### src/logic/seq_ctrl_pkg.sv
// Constants for the sequencer control register bank
package seq_ctrl_pkg;
	localparam logic [11:0] SEQ_CTRL_OFFSET = 12'h02E8;
	localparam logic [11:0] SEQ_STAT_OFFSET = 12'h02EC;
	localparam int OU_ENA_BIT = 0;
	localparam int OU_RST_BIT = 1;
	localparam int OU_MODE_BIT = 2;
	localparam int CONV_START_BIT = 3;
	localparam int CLR_PRLD_BIT = 4;
	localparam int CLK_SEL_BIT = 5;
	localparam int FIFO_CLR_BIT = 8;
	localparam int DMA_ENA_BIT = 16;
	localparam int DMA_RST_BIT = 17;
	// Status layout of the local status word
	localparam int ST_DMA_IDLE_BIT = 16;
	localparam int ST_DMA_BUSY_BIT = 17;
	localparam int ST_DMA_ERR_BIT = 18;
	localparam int ST_OU_BUSY_BIT = 0;
	localparam int ST_OU_PRLD_BIT = 1;
	localparam int ST_OU_ERR_BIT = 2;
	localparam logic [31:0] CTRL_RW_MASK = 32'h0001_0025;
	localparam logic [31:0] CTRL_RESET = 32'h0000_0000;
	localparam logic [1:0] RESP_OKAY = 2'b00;
	localparam logic [1:0] RESP_SLVERR = 2'b10;
	// Load pulse width in ns, as cycles at 4 ns
	localparam int CLK_PERIOD_NS = 4;
	localparam int LOAD_PULSE_NS = 20;
	localparam int LOAD_PULSE_CYC = (LOAD_PULSE_NS + CLK_PERIOD_NS - 1) / CLK_PERIOD_NS;
	typedef enum logic [3:0] {
		OU_IDLE = 4'b0001,
		OU_ARMED = 4'b0010,
		OU_RUN = 4'b0100,
		OU_ERROR = 4'b1000
	} ou_state_t;
	typedef enum logic [2:0] {
		DMA_IDLE = 3'b001,
		DMA_BUSY = 3'b010,
		DMA_ERROR = 3'b100
	} dma_state_t;
endpackage : seq_ctrl_pkg

### src/logic/seq_ctrl.sv
// Sequencer control register with DMA engine control and DAC output unit
//
// Register access over AXI4-Lite was left to the implementer.
`timescale 1ns/1ps
module seq_ctrl #(
	parameter int NUM_DACS = 4,
	parameter int CNT_W = 16
) (
	input wire logic aclk, // System clock
	input wire logic aresetn, // Sync reset, active low
	input wire logic [11:0] s_axi_awaddr, // Write address
	input wire logic s_axi_awvalid, // Write address valid
	output logic s_axi_awready, // Write address ready
	input wire logic [31:0] s_axi_wdata, // Write data
	input wire logic [3:0] s_axi_wstrb, // Write strobes
	input wire logic s_axi_wvalid, // Write data valid
	output logic s_axi_wready, // Write data ready
	output logic [1:0] s_axi_bresp, // Write response
	output logic s_axi_bvalid, // Write response valid
	input wire logic s_axi_bready, // Write response ready
	input wire logic [11:0] s_axi_araddr, // Read address
	input wire logic s_axi_arvalid, // Read address valid
	output logic s_axi_arready, // Read address ready
	output logic [31:0] s_axi_rdata, // Read data
	output logic [1:0] s_axi_rresp, // Read response
	output logic s_axi_rvalid, // Read valid
	input wire logic s_axi_rready, // Read response ready
	input wire logic [CNT_W-1:0] conv_count, // Conversions per block
	input wire logic conv_clk1_tick, // Conversion clock one event
	input wire logic conv_clk2_tick, // Conversion clock two event
	input wire logic frame_trigger, // Frame trigger event
	input wire logic fifo_has_data, // Sequencer FIFO not empty
	output logic fifo_pop, // Take one word from the FIFO
	output logic fifo_flush_request, // Empty the FIFO, one cycle
	output logic [NUM_DACS-1:0] dac_write, // Transfer word into a DAC
	output logic dac_load_pulse_n, // Conversion load pulse, active low
	input wire logic ou_fault, // Output unit error event
	input wire logic dma_xfer_req, // DMA transfer wanted
	input wire logic dma_xfer_done, // Active DMA transfer finished
	input wire logic dma_fault, // DMA bus error event
	output logic dma_xfer_start, // Launch one DMA transfer
	output logic dma_engine_reset // DMA engine held in reset
);
	import seq_ctrl_pkg::*;

	typedef struct packed {
		logic [31:0] ctrl;
		logic aw_got;
		logic w_got;
		logic [11:0] awaddr;
		logic [31:0] wdata;
		logic [3:0] wstrb;
		logic bvalid;
		logic [1:0] bresp;
		logic rvalid;
		logic [31:0] rdata;
		logic [1:0] rresp;
		logic start_pend;
		logic fifo_flush;
		ou_state_t ou;
		logic [CNT_W-1:0] remain;
		logic [NUM_DACS-1:0] loaded;
		logic [NUM_DACS-1:0] dac_wr;
		logic [3:0] pulse_cnt;
		dma_state_t dma;
		logic dma_start;
	} state_t;

	state_t st_ff;
	state_t nxt_st;

	// First DAC still waiting for its pre-load word
	function automatic logic [NUM_DACS-1:0] first_unloaded(input logic [NUM_DACS-1:0] l);
		logic [NUM_DACS-1:0] r;
		r = '0;
		for (int i = NUM_DACS - 1; i >= 0; i--)
		begin
			if (!l[i])
			begin
				r = '0;
				r[i] = 1'b1;
			end
		end
		return r;
	endfunction : first_unloaded

	logic wr_fire;
	logic ctrl_wr;
	logic [31:0] wmask;
	logic [31:0] wval;
	logic ou_en;
	logic dma_en;
	logic ou_rst;
	logic dma_rst;
	logic conv_tick;
	logic all_loaded;
	logic [31:0] status;

	// Byte-lane mask from the write strobes
	always_comb
	begin
		for (int b = 0; b < 4; b++)
		begin
			wmask[b*8 +: 8] = {8{st_ff.wstrb[b]}};
		end
	end

	assign wr_fire = st_ff.aw_got && st_ff.w_got && !st_ff.bvalid;
	assign ctrl_wr = wr_fire && (st_ff.awaddr[11:2] == SEQ_CTRL_OFFSET[11:2]);
	assign wval = ctrl_wr ? (st_ff.wdata & wmask) : 32'h0000_0000;
	assign ou_en = st_ff.ctrl[OU_ENA_BIT];
	assign dma_en = st_ff.ctrl[DMA_ENA_BIT];
	assign ou_rst = wval[OU_RST_BIT] || !ou_en;
	assign dma_rst = wval[DMA_RST_BIT];
	assign conv_tick = st_ff.ctrl[CLK_SEL_BIT] ? conv_clk2_tick : conv_clk1_tick;
	assign all_loaded = &st_ff.loaded;

	// Status word showing engine and unit state
	always_comb
	begin
		status = 32'h0000_0000;
		status[ST_DMA_IDLE_BIT] = (st_ff.dma == DMA_IDLE);
		status[ST_DMA_BUSY_BIT] = (st_ff.dma == DMA_BUSY);
		status[ST_DMA_ERR_BIT] = (st_ff.dma == DMA_ERROR);
		status[ST_OU_BUSY_BIT] = (st_ff.ou == OU_RUN) || (st_ff.ou == OU_ARMED);
		status[ST_OU_PRLD_BIT] = all_loaded;
		status[ST_OU_ERR_BIT] = (st_ff.ou == OU_ERROR);
	end

	// Next-state logic for bus, output unit and DMA engine
	always_comb
	begin
		nxt_st = st_ff;
		nxt_st.fifo_flush = 1'b0;
		nxt_st.dac_wr = '0;
		nxt_st.dma_start = 1'b0;
		// Write channel: address and data taken in either order
		if (s_axi_awvalid && !st_ff.aw_got)
		begin
			nxt_st.aw_got = 1'b1;
			nxt_st.awaddr = s_axi_awaddr;
		end
		if (s_axi_wvalid && !st_ff.w_got)
		begin
			nxt_st.w_got = 1'b1;
			nxt_st.wdata = s_axi_wdata;
			nxt_st.wstrb = s_axi_wstrb;
		end
		if (wr_fire)
		begin
			nxt_st.bvalid = 1'b1;
			nxt_st.bresp = (st_ff.awaddr[11:2] == SEQ_CTRL_OFFSET[11:2]) ? RESP_OKAY : RESP_SLVERR;
			nxt_st.aw_got = 1'b0;
			nxt_st.w_got = 1'b0;
		end
		if (st_ff.bvalid && s_axi_bready)
		begin
			nxt_st.bvalid = 1'b0;
		end
		if (ctrl_wr)
		begin
			nxt_st.ctrl = (st_ff.ctrl & ~(wmask & CTRL_RW_MASK)) | (wval & CTRL_RW_MASK);
		end
		// Read channel: one read at a time, unmapped reads give an error
		if (s_axi_arvalid && !st_ff.rvalid)
		begin
			nxt_st.rvalid = 1'b1;
			nxt_st.rresp = RESP_OKAY;
			if (s_axi_araddr[11:2] == SEQ_CTRL_OFFSET[11:2])
			begin
				nxt_st.rdata = st_ff.ctrl & CTRL_RW_MASK;
			end
			else if (s_axi_araddr[11:2] == SEQ_STAT_OFFSET[11:2])
			begin
				nxt_st.rdata = status;
			end
			else
			begin
				nxt_st.rdata = 32'h0000_0000;
				nxt_st.rresp = RESP_SLVERR;
			end
		end
		else if (st_ff.rvalid && s_axi_rready)
		begin
			nxt_st.rvalid = 1'b0;
		end
		nxt_st.fifo_flush = wval[FIFO_CLR_BIT];
		if (wval[CONV_START_BIT] && ou_en && !st_ff.ctrl[OU_MODE_BIT])
		begin
			nxt_st.start_pend = 1'b1;
		end
		// Load pulse width counter
		if (st_ff.pulse_cnt != 4'd0)
		begin
			nxt_st.pulse_cnt = st_ff.pulse_cnt - 4'd1;
		end
		if (ou_en && st_ff.ou != OU_ERROR && !all_loaded && fifo_has_data && st_ff.dac_wr == '0)
		begin
			nxt_st.dac_wr = first_unloaded(st_ff.loaded);
			nxt_st.loaded = st_ff.loaded | first_unloaded(st_ff.loaded);
		end
		case (st_ff.ou)
			OU_IDLE:
			begin
				if (st_ff.start_pend)
				begin
					nxt_st.start_pend = 1'b0;
					nxt_st.ou = OU_ARMED;
				end
				else if (st_ff.ctrl[OU_MODE_BIT] && frame_trigger)
				begin
					nxt_st.ou = OU_ARMED;
				end
			end
			OU_ARMED:
			begin
				if (conv_tick)
				begin
					nxt_st.remain = conv_count;
					nxt_st.ou = (conv_count == '0) ? OU_IDLE : OU_RUN;
				end
			end
			OU_RUN:
			begin
				if (st_ff.remain == '0)
				begin
					nxt_st.ou = OU_IDLE;
				end
				else if (conv_tick && all_loaded && st_ff.pulse_cnt == 4'd0)
				begin
					nxt_st.pulse_cnt = 4'(LOAD_PULSE_CYC);
					nxt_st.loaded = '0;
					nxt_st.remain = st_ff.remain - 1'b1;
				end
			end
			OU_ERROR:
			begin
				nxt_st.ou = OU_ERROR;
			end
			default:
			begin
				nxt_st.ou = OU_IDLE;
			end
		endcase
		if (ou_fault && ou_en)
		begin
			nxt_st.ou = OU_ERROR;
		end
		if (wval[CLR_PRLD_BIT])
		begin
			nxt_st.loaded = '0;
		end
		if (ou_rst)
		begin
			nxt_st.ou = OU_IDLE;
			nxt_st.remain = '0;
			nxt_st.pulse_cnt = 4'd0;
			nxt_st.start_pend = 1'b0;
			nxt_st.loaded = '0;
			nxt_st.dac_wr = '0;
		end
		// DMA engine, fault wins over completion
		case (st_ff.dma)
			DMA_IDLE:
			begin
				if (dma_en && dma_xfer_req)
				begin
					nxt_st.dma_start = 1'b1;
					nxt_st.dma = DMA_BUSY;
				end
			end
			DMA_BUSY:
			begin
				if (dma_fault)
				begin
					nxt_st.dma = DMA_ERROR;
				end
				else if (dma_xfer_done)
				begin
					nxt_st.dma = DMA_IDLE;
				end
			end
			DMA_ERROR:
			begin
				nxt_st.dma = dma_en ? DMA_ERROR : DMA_IDLE;
			end
			default:
			begin
				nxt_st.dma = DMA_IDLE;
			end
		endcase
		// DMA reset request, idles engine only if no transfer runs in the write cycle
		if (dma_rst && st_ff.dma != DMA_BUSY)
		begin
			nxt_st.dma = DMA_IDLE;
			nxt_st.dma_start = 1'b0;
		end
	end

	// Single register stage for all state
	always_ff @(posedge aclk)
	begin
		if (!aresetn)
		begin
			st_ff <= '0;
			st_ff.ctrl <= CTRL_RESET;
			st_ff.ou <= OU_IDLE;
			st_ff.dma <= DMA_IDLE;
		end
		else
		begin
			st_ff <= nxt_st;
		end
	end

	// Outputs; awready and wready drop once a channel is taken, arready is low while a read response is pending
	assign s_axi_awready = !st_ff.aw_got;
	assign s_axi_wready = !st_ff.w_got;
	assign s_axi_bvalid = st_ff.bvalid;
	assign s_axi_bresp = st_ff.bresp;
	assign s_axi_arready = !st_ff.rvalid;
	assign s_axi_rvalid = st_ff.rvalid;
	assign s_axi_rdata = st_ff.rdata;
	assign s_axi_rresp = st_ff.rresp;
	assign fifo_flush_request = st_ff.fifo_flush;
	assign dac_write = st_ff.dac_wr;
	assign fifo_pop = |st_ff.dac_wr;
	assign dac_load_pulse_n = (st_ff.pulse_cnt == 4'd0);
	assign dma_xfer_start = st_ff.dma_start;
	// reset held while disabled and not busy
	assign dma_engine_reset = !dma_en && st_ff.dma != DMA_BUSY;
endmodule : seq_ctrl

### config.mk
export PLATFORM = sky130hd
export DESIGN_NAME = seq_ctrl
export DESIGN_NICKNAME = d
export VERILOG_FILES = /design/src/logic/seq_ctrl_pkg.sv /design/src/logic/seq_ctrl.sv
export SDC_FILE = /design/constraint.sdc
export NUM_CORES = 1
export LEC_CHECK = 0
export BUFFER_PORTS_ARGS = -buffer_cell sky130_fd_sc_hd__buf_2
export CAP_MARGIN = 25
export CORE_UTILIZATION = 34
export DETAILED_ROUTE_END_ITERATION = 16
export SLEW_MARGIN = 0
export SYNTH_ARGS = -nofsm -noshare
export SYNTH_HDL_FRONTEND = slang
export SYNTH_SLANG_ARGS = --single-unit
### constraint.sdc
create_clock -name aclk -period 1.7 [get_ports aclk]
set_input_delay 0.34 -clock aclk [delete_from_list [all_inputs] [get_ports aclk]]
set_output_delay 0.34 -clock aclk [all_outputs]
set_load 0.01 [all_outputs]
==> summary.txt <==
Power and ir drop
  • Power per cell area: 747.5 mW/mm^2
  • Power Total: 4.110 mW
  • VDD IR max: 0.4596 mV
  • Gate power share: 6.8%
  • P_sw: ~960 uW
  • Lkg Pwr: 2.256 nW
  • Reg power frac: 45.6%
  • P_int: 3.149 mW
  • Clk pwr share: 47.6%
  • Sw Ratio: 23.39%

Timing
  • Period minus WS final: between 1.5 and 2 ns
  • Unrepaired setup endpoints after global routing: true
  • Clock Skew: 0.004711 ns
  • Hold Fails Final Rpt: 0
  • Final period utilization: 108.6%
  • Final Max Tran Viols: 0
  • Worst setup margin: -0.1462 ns
  • Max Clock Freq: about 540 MHz
  • Final setup viols: 41

Final layout
  • Biggest register: st_ff
  • Max reg flops: a little under 60
  • Synth-to-Final Area Change: 41.05%
  • Final Util: 50.07%
  • Fill count: slightly above 1000
  • Fin cells: 767
  • # nets final: 716
  • Share of layout cells above drive strength 1: slightly above 40%
  • Ant. Diodes: 0

Floorplan
  • Die width: around 110 um
  • Initial Utilization: 35.50%
  • Core area: ~0.011 mm^2
  • Rows: 38
  • Top Ports: 141
  • Area of the die: 0.01190 mm^2
  • Die Y: between 100 and 150 um

Synth
  • Gate count of the mapped netlist: 480
  • Ys async rst share: 0%
  • Mapped Area: 0.003899 mm^2
  • Distinct cells, synth: 64
  • Ys flop type: dfxtp_1
  • Synth Area per Inst: approximately 8.1 um^2
  • Synthesis Warnings: 0
  • Seq/Total Area, Yosys: 39.54%
  • EDFF count, synth: 0
  • Yosys reg bits: 77

Clock network
  • Clock sink total: 77
  • Total CTS buffers: 9
  • Clock tree buffer depth: 2
  • Reg clk slew, reported paths: 0.06 ns
  • CTS tree: done
  • Root Driver: clkbuf_16
  • Worst skew pair latency: between 0.3 and 0.4 ns
  • Hold Buf Count CTS: 0
  • H-tree lvl count: 3

Global routing
  • Number of global-route vias before repair: 3660
  • Gr ovfl total: 0
  • Initial antenna violation count: 0
  • Total track usage: 18.05%
  • First-pass GRT wire length: ~17 mm
  • Pin count of the biggest net entering global routing: 21

Routing
  • Via density: roughly 5.0
  • Routed WL per cell: ~14 um
  • Final ANT Viol Nets: 0
  • DR pass1 iterations: 4
  • DRT iter0 DRCs: ~160
  • Vias: 3846
  • DRC viols: 0
  • Drt total wl: 10.72 mm

Placement
  • Post-DP HPWL: 7.811 mm
  • Cells after DPL: 745
  • GP Congestion: 0.8192
  • Worst slack at placement: -0.2092 ns
  • Port Buffers: 85

Critical path
  • Critical Path Fanout Max: 7
  • CP Data Required Time: 1.91 ns
  • Startpoint Class: register
  • WP data arrival: ~2.1 ns
  • Crit path kind: register to register
  • Worst Setup End Kind: register

Run
  • Max Cap Viol: 0

Worst hold path
  • Min-delay worst type: input port to register

Run status
  • Failing checks: setup timing
  • Status: finished with violations
==> synth_stat cells, types with 4 or more instances <==
| cell | instances | area [um^2] |
|---|---|---|
| clkbuf_1 | 8 | 30.03 |
| nor2_1 | 24 | 90.09 |
| nor3b_1 | 5 | 37.54 |
| o21ai_0 | 8 | 40.04 |
| or4b_2 | 4 | 40.04 |
| a31oi_1 | 7 | 43.79 |
| a21oi_1 | 53 | 265.3 |
| and4_1 | 4 | 35.03 |
| nand3_1 | 15 | 75.07 |
| nor4_1 | 11 | 68.82 |
| nand3b_1 | 6 | 45.04 |
| nand4b_1 | 5 | 43.79 |
| nand4_1 | 5 | 31.28 |
| buf_4 | 44 | 330.3 |
| or3_1 | 4 | 25.02 |
| nor4b_1 | 5 | 43.79 |
| nand2_1 | 101 | 379.1 |
| nand2b_1 | 5 | 31.28 |
| nor3_1 | 9 | 45.04 |
| dfxtp_1 | 77 | 1541 |
| a211oi_1 | 11 | 82.58 |
| inv_1 | 9 | 33.78 |
==> stage by stage <==
stage               TNS [ns]  hold WS, ns  instance area (um^2)
floorplan             -3.654       0.4109                  4075
global placement      -4.813       0.4400                  4827
detailed placement    -5.399       0.4399                  4827
CTS                   -3.818       0.1792                  5240
global route          -6.821       0.1786                  5499
finish                -4.127       0.1891                  5499
==> placed cells by master, fill, tap and decap left out, types with 6 or more instances in the layout <==
cell type / netlist / routed
a211oi_2: 0 / 8
a21oi_1: 53 / 44
a21oi_2: 1 / 9
buf_2: 3 / 83
buf_4: 44 / 69
buf_6: 1 / 7
clkbuf_16: 0 / 10
conb_1: 1 / 27
dfxtp_1: 77 / 72
inv_1: 9 / 7
nand2_1: 101 / 94
nand3_1: 15 / 15
nand3b_1: 6 / 6
nor2_1: 24 / 20
nor4_1: 11 / 8
o21ai_0: 8 / 6
==> power groups by stage <==
stage	sequential, mW	clock, mW	combinational [mW]
floorplan	1.91	0	0.191
global placement	1.91	0	0.271
detailed placement	1.91	0	0.275
CTS	1.87	2.00	0.277
global route	1.88	2.08	0.319
finish	1.87	1.96	0.280
==> area by class of cell <==
| type | count | area (um^2) | area share (%) |
|---|---|---|---|
| inverters | 10 | 37.54 | 0.6826 |
| clock buffers | 10 | 239.0 | 4.346 |
| well taps | 140 | 175.2 | 3.185 |
| repair buffers | 163 | 1092 | 19.86 |
| clock inverters | 6 | 68.82 | 1.251 |
| flip-flops and latches | 77 | 1548 | 28.15 |
| multi-input cells | 361 | 2338 | 42.53 |
==> metal layers <==
| metal | GRT usage [%] | part of all wire [%] |
|---|---|---|
| met5 | 0 | 0 |
| met4 | 8.012 | 1.9 |
| met3 | 3.885 | 5.3 |
| met2 | 29.92 | 49 |
| met1 | 22.36 | 44 |
==> worst paths after layout <==
check            startpoint              to  slack, ns  depth (start not counted)
max              st_ff[123]       st_ff[23]      -0.15                          5
min            s_axi_rready    s_axi_rvalid       0.19                          2
max reg2reg      st_ff[123]       st_ff[23]      -0.15                          5
min reg2reg  s_axi_rdata[5]  s_axi_rdata[5]       0.45                          2
==> worst max-delay path, cell delays in order (launching register included) <==
cell and delay [ns]:
dfxtp_2 0.32, or4b_4 0.54, nor4_4 0.33, a31o_4 0.31, clkbuf_16 0.19, a211oi_2 0.04
==> what timing repair did <==
action                     4_1_cts  5_1_grt
gates cloned                     0        2
setup endpoints to repair       43       45
setup buffers                    3        2
pin swaps                        7       11
resized for setup               19       52
==> cell families (layout without fill, tap and decap cells) <==
| group | after synthesis | in the layout | synth area share (%) |
|---|---|---|---|
| muxes | 4 | 4 | 1.123 |
| xor gates and xnor gates | 3 | 3 | 0.6741 |
| adders and majority gates | 3 | 3 | 0.9629 |
| AOI/OAI and AO/OA | 103 | 103 | 16.66 |
| and+or+nand+nor | 220 | 221 | 29.78 |
| buffers and inverters | 69 | 189 | 11.17 |
| DFF | 77 | 77 | 39.54 |
| other | 1 | 27 | 0.09618 |
No activity file was read; power rests on OpenSTA's default activity.
